### src/hw/sss_sequencer_end.sv
// Holds no logic: the sequencer and its frame timing generator live in their own files.

### src/hw/sss_sequencer.sv
// Start-up and shut-down sequencer for the image sensor, with its constants package.
// Assumes clk is the reference clock input and that every input is synchronous to it.
`default_nettype none

package sss_pkg;
  // ----------------------------------------------------------------
  // Sequencing constants
  // ----------------------------------------------------------------
  // Reference clock cycles of internal initialisation after reset.
  localparam int INIT_REF_CYCLES = 150000;
  // Width of the initialisation counter; holds INIT_REF_CYCLES.
  localparam int INIT_CNT_W = 18;
  // Width of one pixel word on the parallel port.
  localparam int PIX_W = 12;
  // Plain defaults for the test frame geometry.
  localparam int ACT_COLS = 16;
  localparam int HBLANK_COLS = 4;
  localparam int ACT_ROWS = 8;
  localparam int VBLANK_ROWS = 2;
  // Stop selection values for the stop_at_row input.
  localparam logic STOP_AT_FRAME = 1'b0;
  localparam logic STOP_AT_ROW = 1'b1;

  // Operating states of the sensor.
  typedef enum logic [2:0] {
    SSS_HARD_RESET,
    SSS_INIT,
    SSS_STANDBY,
    SSS_STREAM,
    SSS_DRAIN
  } sss_state_t;
endpackage

// How it works
// - Pixel outputs tri-stated while reset held low.
// - Initialise 150000 clocks, then standby; host waits.
// - Streaming bit set moves standby into streaming.
// - Clearing streaming finishes row or frame first.
module sss_sequencer #(
  parameter int INIT_CYCLES = sss_pkg::INIT_REF_CYCLES,
  parameter int COLS = sss_pkg::ACT_COLS,
  parameter int HBLANK = sss_pkg::HBLANK_COLS,
  parameter int ROWS = sss_pkg::ACT_ROWS,
  parameter int VBLANK = sss_pkg::VBLANK_ROWS
) (
  input wire logic clk,
  input wire logic reset,
  input wire logic hard_reset_n,
  input wire logic stream_on,
  input wire logic stop_at_row,
  output logic [sss_pkg::PIX_W-1:0] pix_data,
  output logic frame_valid,
  output logic line_valid,
  output logic pix_oe,
  output logic in_standby,
  output logic streaming
);
  import sss_pkg::*;

  // ----------------------------------------------------------------
  // Declarations
  // ----------------------------------------------------------------
  sss_state_t state_ff; // Current operating state.
  sss_state_t nxt_state; // State for the next cycle.
  logic [INIT_CNT_W-1:0] init_cnt_ff; // Cycles spent initialising.
  logic gen_run; // Frame timing runs while streaming or draining.
  logic gen_row_end; // Last cycle of a row, blanking included.
  logic gen_frame_end; // Last cycle of a frame, blanking included.
  logic gen_fv; // Frame valid from the timing generator.
  logic gen_lv; // Line valid from the timing generator.
  logic [PIX_W-1:0] gen_data; // Pixel word from the timing generator.
  logic drain_done; // The configured stop boundary has been reached.
  logic init_last; // Final initialisation cycle.
  logic [PIX_W-1:0] pix_data_ff; // Registered pixel word.
  logic frame_valid_ff; // Registered frame valid.
  logic line_valid_ff; // Registered line valid.
  logic pix_oe_ff; // Registered output enable of the parallel port.
  logic in_standby_ff; // Registered standby status.
  logic streaming_ff; // Registered streaming status.

  assign gen_run = (state_ff == SSS_STREAM) || (state_ff == SSS_DRAIN);
  assign init_last = (init_cnt_ff == INIT_CNT_W'(INIT_CYCLES - 1));
  assign drain_done = (stop_at_row == STOP_AT_ROW) ? gen_row_end : gen_frame_end;

  // ----------------------------------------------------------------
  // Frame timing
  // ----------------------------------------------------------------
  sss_frame_gen #(
    .COLS(COLS),
    .HBLANK(HBLANK),
    .ROWS(ROWS),
    .VBLANK(VBLANK)
  ) u_frame_gen (
    .clk(clk),
    .reset(reset),
    .run(gen_run),
    .frame_valid(gen_fv),
    .line_valid(gen_lv),
    .pix_data(gen_data),
    .row_end(gen_row_end),
    .frame_end(gen_frame_end)
  );

  // ----------------------------------------------------------------
  // State sequencing
  // ----------------------------------------------------------------
  // Next state. The reset pin overrides every state, so a pulse on it
  // always restarts the full initialisation.
  always_comb begin
    nxt_state = state_ff;
    if (!hard_reset_n) begin
      nxt_state = SSS_HARD_RESET;
    end else begin
      unique case (state_ff)
        SSS_HARD_RESET: begin
          nxt_state = SSS_INIT;
        end
        SSS_INIT: begin
          // Standby only after the full initialisation count.
          if (init_last) begin
            nxt_state = SSS_STANDBY;
          end
        end
        SSS_STANDBY: begin
          if (stream_on) begin
            nxt_state = SSS_STREAM;
          end
        end
        SSS_STREAM: begin
          if (!stream_on) begin
            nxt_state = SSS_DRAIN;
          end
        end
        SSS_DRAIN: begin
          // Output carries on until the row or frame boundary; setting the
          // bit again here does not cancel the stop, which keeps it simple.
          if (drain_done) begin
            nxt_state = SSS_STANDBY;
          end
        end
      endcase
    end
  end

  // State register.
  always_ff @(posedge clk) begin
    if (reset) begin
      state_ff <= SSS_HARD_RESET;
    end else begin
      state_ff <= nxt_state;
    end
  end

  // Initialisation counter; cleared outside the initialisation state.
  always_ff @(posedge clk) begin
    if (reset) begin
      init_cnt_ff <= '0;
    end else if (state_ff == SSS_INIT && hard_reset_n) begin
      init_cnt_ff <= init_cnt_ff + INIT_CNT_W'(1);
    end else begin
      init_cnt_ff <= '0;
    end
  end

  // ----------------------------------------------------------------
  // Parallel port and status outputs
  // ----------------------------------------------------------------
  // Output enable drops in the cycle after the pin goes low, and the
  // port stays quiet (driven low) until streaming starts.
  always_ff @(posedge clk) begin
    if (reset) begin
      pix_oe_ff <= 1'b0;
    end else begin
      pix_oe_ff <= hard_reset_n && (nxt_state != SSS_HARD_RESET);
    end
  end

  // Pixel words and strobes follow the generator one cycle later.
  always_ff @(posedge clk) begin
    if (reset || !hard_reset_n) begin
      pix_data_ff <= '0;
      frame_valid_ff <= 1'b0;
      line_valid_ff <= 1'b0;
    end else begin
      pix_data_ff <= gen_lv ? gen_data : '0;
      frame_valid_ff <= gen_fv;
      line_valid_ff <= gen_lv;
    end
  end

  // Status flags, aligned with the state register.
  always_ff @(posedge clk) begin
    if (reset) begin
      in_standby_ff <= 1'b0;
      streaming_ff <= 1'b0;
    end else begin
      in_standby_ff <= (nxt_state == SSS_STANDBY);
      streaming_ff <= (nxt_state == SSS_STREAM) || (nxt_state == SSS_DRAIN);
    end
  end

  assign pix_data = pix_data_ff;
  assign frame_valid = frame_valid_ff;
  assign line_valid = line_valid_ff;
  assign pix_oe = pix_oe_ff;
  assign in_standby = in_standby_ff;
  assign streaming = streaming_ff;

  // ----------------------------------------------------------------
  // Checks
  // ----------------------------------------------------------------
  chk_port_tristate: assert property (
    @(posedge clk) disable iff (reset) !hard_reset_n |=> !pix_oe && !frame_valid && !line_valid)
    else $error("Parallel port driven while reset pin low.");

  chk_init_early: assert property (
    @(posedge clk) disable iff (reset)
    (state_ff == SSS_INIT && !init_last && hard_reset_n) |=> state_ff == SSS_INIT)
    else $error("Left initialisation before the full count.");

  chk_init_exit: assert property (
    @(posedge clk) disable iff (reset)
    (state_ff == SSS_INIT && init_last && hard_reset_n) |=> in_standby && state_ff == SSS_STANDBY)
    else $error("Standby not entered after initialisation.");

  chk_stream_start: assert property (
    @(posedge clk) disable iff (reset)
    (state_ff == SSS_STANDBY && stream_on && hard_reset_n) |=> streaming ##1 frame_valid)
    else $error("Streaming did not start with a frame.");

  chk_drain_hold: assert property (
    @(posedge clk) disable iff (reset)
    (state_ff == SSS_DRAIN && !drain_done && hard_reset_n) |=> state_ff == SSS_DRAIN && streaming)
    else $error("Stopped before the row or frame boundary.");

  chk_drain_end: assert property (
    @(posedge clk) disable iff (reset)
    (state_ff == SSS_DRAIN && drain_done && hard_reset_n) |=> in_standby ##1 !frame_valid)
    else $error("Standby not reached at the boundary.");
endmodule

`default_nettype wire

### src/hw/sss_frame_gen.sv
// Row and frame timing generator with a counting test pattern.
// Assumes the sequencer package is compiled first; counters hold at zero while run is low.
`default_nettype none

module sss_frame_gen #(
  parameter int COLS = sss_pkg::ACT_COLS,
  parameter int HBLANK = sss_pkg::HBLANK_COLS,
  parameter int ROWS = sss_pkg::ACT_ROWS,
  parameter int VBLANK = sss_pkg::VBLANK_ROWS
) (
  input wire logic clk,
  input wire logic reset,
  input wire logic run,
  output logic frame_valid,
  output logic line_valid,
  output logic [sss_pkg::PIX_W-1:0] pix_data,
  output logic row_end,
  output logic frame_end
);
  import sss_pkg::*;

  // ----------------------------------------------------------------
  // Counters
  // ----------------------------------------------------------------
  localparam int LINE_LEN = COLS + HBLANK; // Cycles per row.
  localparam int FRAME_LEN = ROWS + VBLANK; // Rows per frame.
  localparam int COL_W = $clog2(LINE_LEN + 1);
  localparam int ROW_W = $clog2(FRAME_LEN + 1);

  logic [COL_W-1:0] col_ff; // Position within the row.
  logic [ROW_W-1:0] row_ff; // Position within the frame.

  assign row_end = run && (col_ff == COL_W'(LINE_LEN - 1));
  assign frame_end = row_end && (row_ff == ROW_W'(FRAME_LEN - 1));

  // Column counter; restarts each row so a stop always lands on a boundary.
  always_ff @(posedge clk) begin
    if (reset || !run) begin
      col_ff <= '0;
    end else if (row_end) begin
      col_ff <= '0;
    end else begin
      col_ff <= col_ff + COL_W'(1);
    end
  end

  // Row counter, advanced on each row end.
  always_ff @(posedge clk) begin
    if (reset || !run) begin
      row_ff <= '0;
    end else if (frame_end) begin
      row_ff <= '0;
    end else if (row_end) begin
      row_ff <= row_ff + ROW_W'(1);
    end
  end

  // ----------------------------------------------------------------
  // Strobes and pattern
  // ----------------------------------------------------------------
  assign frame_valid = run && (row_ff < ROW_W'(ROWS));
  assign line_valid = frame_valid && (col_ff < COL_W'(COLS));
  assign pix_data = PIX_W'({row_ff, col_ff});
endmodule

`default_nettype wire

### config.mk
export PLATFORM = sky130hd
export DESIGN_NAME = sss_sequencer
export DESIGN_NICKNAME = d
export VERILOG_FILES = /design/src/hw/sss_sequencer_end.sv /design/src/hw/sss_sequencer.sv /design/src/hw/sss_frame_gen.sv
export SDC_FILE = /design/constraint.sdc
export NUM_CORES = 1
export LEC_CHECK = 0
export BUFFER_PORTS_ARGS = -buffer_cell sky130_fd_sc_hd__buf_2
export CORE_ASPECT_RATIO = 0.8
export CORE_UTILIZATION = 40
export CTS_CLUSTER_SIZE = 10
export DETAILED_ROUTE_END_ITERATION = 12
export HOLD_SLACK_MARGIN = 0.03
export PLACE_DENSITY = 0.67
export SLEW_MARGIN = 20
export SYNTH_ARGS = -nofsm -noshare
export SYNTH_HDL_FRONTEND = slang
export SYNTH_SLANG_ARGS = --single-unit
### constraint.sdc
create_clock -name clk -period 2 [get_ports clk]
set_input_delay 0.1 -clock clk [delete_from_list [all_inputs] [get_ports clk]]
set_output_delay 0.1 -clock clk [all_outputs]
set_load 0.01 [all_outputs]
==> results by group <==
Status
  – Status: completed

Global routing
  – GRT overflow: 0
  – First-pass GRT wire length: 5.55 mm
  – Initial antenna violation count: 0
  – Largest net degree at the start of global routing: 18
  – Vias in the first global route: 1175
  – Global-route usage over all layers: 14.8%

Floorplan
  – Std cell rows: 21
  – Die ar.: 4930 sq um
  – Chip height: 63 microns
  – Starting Density: 43.2%
  – Die W: 78.3 microns
  – Top Ports: 22
  – Core ar.: 4310 sq um

Power
  – Clk pwr share: 38.6%
  – Switching power: 0.322 mW
  – Net Sw Frac: 21.6%
  – Internal: 1.17 mW
  – Peak VDD IR: 0.000361 V
  – Seq pwr share: 59.4%
  – Power Total: 1.49 mW
  – Lkg Pwr: 0.775 nW
  – PwrDens: 710 nW/um^2
  – Comb power frac: 2.1%

Synthesis
  – Adder-cell share of the synthesized area: 2.69%
  – Distinct cell type count after synthesis: 43
  – XOR/XNOR Fraction of Synth Area: 9.41%
  – Synth Area in Compound Gates: 8.00%
  – Yosys warning count: 0
  – Synth area leaders: dfxtp_1 47%, nor2_1 5.6%, xnor2_1 4.7%, xor2_1 4.7%, and2_1 2.7%
  – Top FF cell, synth: dfxtp_1
  – Sequential fraction of the synthesis area: 47.3%
  – Synth async-reset ratio: 0%
  – Cell with the most instances after synthesis: dfxtp_1
  – Top cell type by total area after synthesis: dfxtp_1
  – Share of the synthesized area in the top cell type: 47.3%
  – Post-Synth Simple-Gate Area: 28.2%
  – Post-synthesis mux area share: 0%
  – Post-synthesis cell count: 196
  – Post-Syn Area: 1860 sq um
  – Synthesized flop and latch total: 44
  – Mapped Avg Cell Area: 9.49 sq um
  – Count of flip-flops with a built-in enable after synthesis: 0
  – List of most frequent post-synthesis cells: 44 x dfxtp_1, 28 x nor2_1, 13 x nand2_1
  – Main combinational cell family by area after synthesis: simple AND/OR/NAND/NOR gates

Place
  – PortBufs: 18
  – DP HPWL: 2.28 mm
  – GPL Wtd Cong: 0.748
  – Place WS: 357 ps
  – Placed Area: 1990 sq um

Route
  – Metal2 WL: 1.22 mm
  – DR iter-0 viols: 47
  – Drt drc: 0
  – Vias: 1356
  – Pre-antenna DRT Iters: 4
  – Drt total wl: 3.20 mm
  – Wirelength per Cell: 11.5 microns
  – Met3 WL: 120 microns
  – Vias per Instance: 4.88
  – Top Layer Used: met4
  – Post-DRT Antenna Nets: 0
  – Met1 WL: 1.78 mm

Timing
  – Endpoints failing setup: 0
  – Final period utilization: 83.6%
  – Final TNS setup: 0 ps
  – Slew Viols, Final: 0
  – Slew headroom: 62.5%
  – Post-layout min period: 1670 ps
  – Fin. Hold Viols: 0
  – Max Fclk: 598 MHz
  – Clock skew: 4.00 ps
  – RSZ-0062 raised after global routing: no
  – Worst slew pin tran: 562 ps
  – Final worst slack: 327 ps

Setup path
  – Worst EP required: 2190 ps
  – FF-to-FF Start: init_cnt_ff[0]
  – Worst reg2reg path depth: 6
  – CP Capture Type: flip-flop
  – Worst Setup Start Kind: flip-flop
  – Max FO, Critical Path: 6
  – Flop2flop setup slack: 330 ps
  – WS Path Type: flip-flop to flip-flop
  – Reg2reg end: streaming
  – Critical Path AT: 1870 ps

Min path
  – Hold_sp: stream_on
  – Hold path depth: 4
  – Hold crit path type: input port to flip-flop
  – Hold EP: state_ff[2]

Cells and area
  – Area delta synth->final: 12.8%
  – Filler cell count: 409
  – Fin util: 48.7%
  – Diode count: 0
  – Multi-input gate area: 918 sq um
  – Final nets: 229
  – Final instance area: 2100 sq um
  – Layout cells sized above 1: 15.4%
  – Seq. cell area: 881 sq um

Clock network
  – CTS tree: yes
  – Clk root buf: clkbuf_8
  – Inserted Clock Buffers: 5
  – Worst-case clock buffer depth: 2
  – Post-CTS setup buffers: 0
  – H-tree depth: 2
  – CTS Sinks: 44
  – Worst-Skew Late Latency: 300 ps
  – Register clock-pin slew on the reported worst setup and hold paths: 80 ps

Job
  – Max-cap violations: 0
power by group through the flow:
stage	logic [mW]	registers, mW	clock network [mW]
final	0.0306	0.884	0.575
after CTS	0.0306	0.884	0.595
after global routing	0.0344	0.885	0.631
after floorplan	0.0224	0.904	0
after global placement	0.0279	0.905	0
after detailed placement	0.0277	0.905	0
worst max-delay path: stages, from the launching register on:
cell,delay [ps]
dfxtp_1,420
ha_1,260
nand2_1,100
nor3_1,280
nand2_1,100
a21o_1,210
a31o_1,210
per-stage QoR:
step / instances / hold WS, ps
floorplan: 200 / 177
global placement: 268 / 328
detailed placement: 268 / 331
CTS: 278 / 164
global route: 278 / 200
finish: 278 / 184
metal layers:
layer,GRT usage (%),vias to the layer above
met5,0,-
met4,9.72,0
met3,3.50,7
met2,19.3,25
met1,21.1,618
li1,-,706
logic make-up after synthesis:
group           after synthesis
simple gates                 91
flops                        44
compound gates               22
xor+xnor                     20
buf+inv                      14
fa+ha+maj                     4
other cells                   1
worst max path at each step:
| stage | from | to | slack, ps | cells after the start |
|---|---|---|---|---|
| final | init_cnt_ff[0] | streaming | 330 | 6 |
| after detailed placement | init_cnt_ff[0] | streaming | 360 | 6 |
| after floorplan | init_cnt_ff[0] | streaming | 560 | 6 |
| after CTS | init_cnt_ff[0] | streaming | 340 | 6 |
| after global placement | init_cnt_ff[0] | streaming | 400 | 6 |
| after global routing | state_ff[2] | u_frame_gen.row_ff[2] | 150 | 5 |
layout make-up:
cell class	instances	share of cell area (%)
Clock inverter	2	0.477
Clock buffer	6	3.93
Multi-Input combinational cell	142	43.7
Inverter	7	1.25
Sequential cell	44	42.0
Tap cell	57	3.40
Timing Repair Buffer	20	5.24
state kept, by name, summed over array words and instances (netlist names):
name and flops:
init_cnt_ff 18, pix_data 9, u_frame_gen.col_ff 5, u_frame_gen.row_ff 4, state_ff 3, frame_valid 1
in_standby 1, line_valid 1, pix_oe 1, streaming 1
cells in the final DEF, fill, tap and decap left out, types with 3 or more instances in the layout:
| cell type | instances |
|---|---|
| nor3_1 | 7 |
| dfxtp_1 | 44 |
| nand2_1 | 13 |
| clkbuf_8 | 6 |
| xnor2_1 | 10 |
| inv_1 | 7 |
| o21ai_0 | 8 |
| conb_1 | 5 |
| xor2_1 | 10 |
| buf_2 | 18 |
| and2_1 | 8 |
| ha_1 | 4 |
| nand3_1 | 10 |
| nor2_1 | 28 |
| and3_1 | 3 |
| a21oi_1 | 4 |
what timing repair did:
item	4_1_cts	5_1_grt
hold endpoints to repair	3	0
endpoints found under the setup margin	0	0
resized for setup	0	0
hold buffers	2	0
Note: power is estimated with default switching activity, not from simulation.
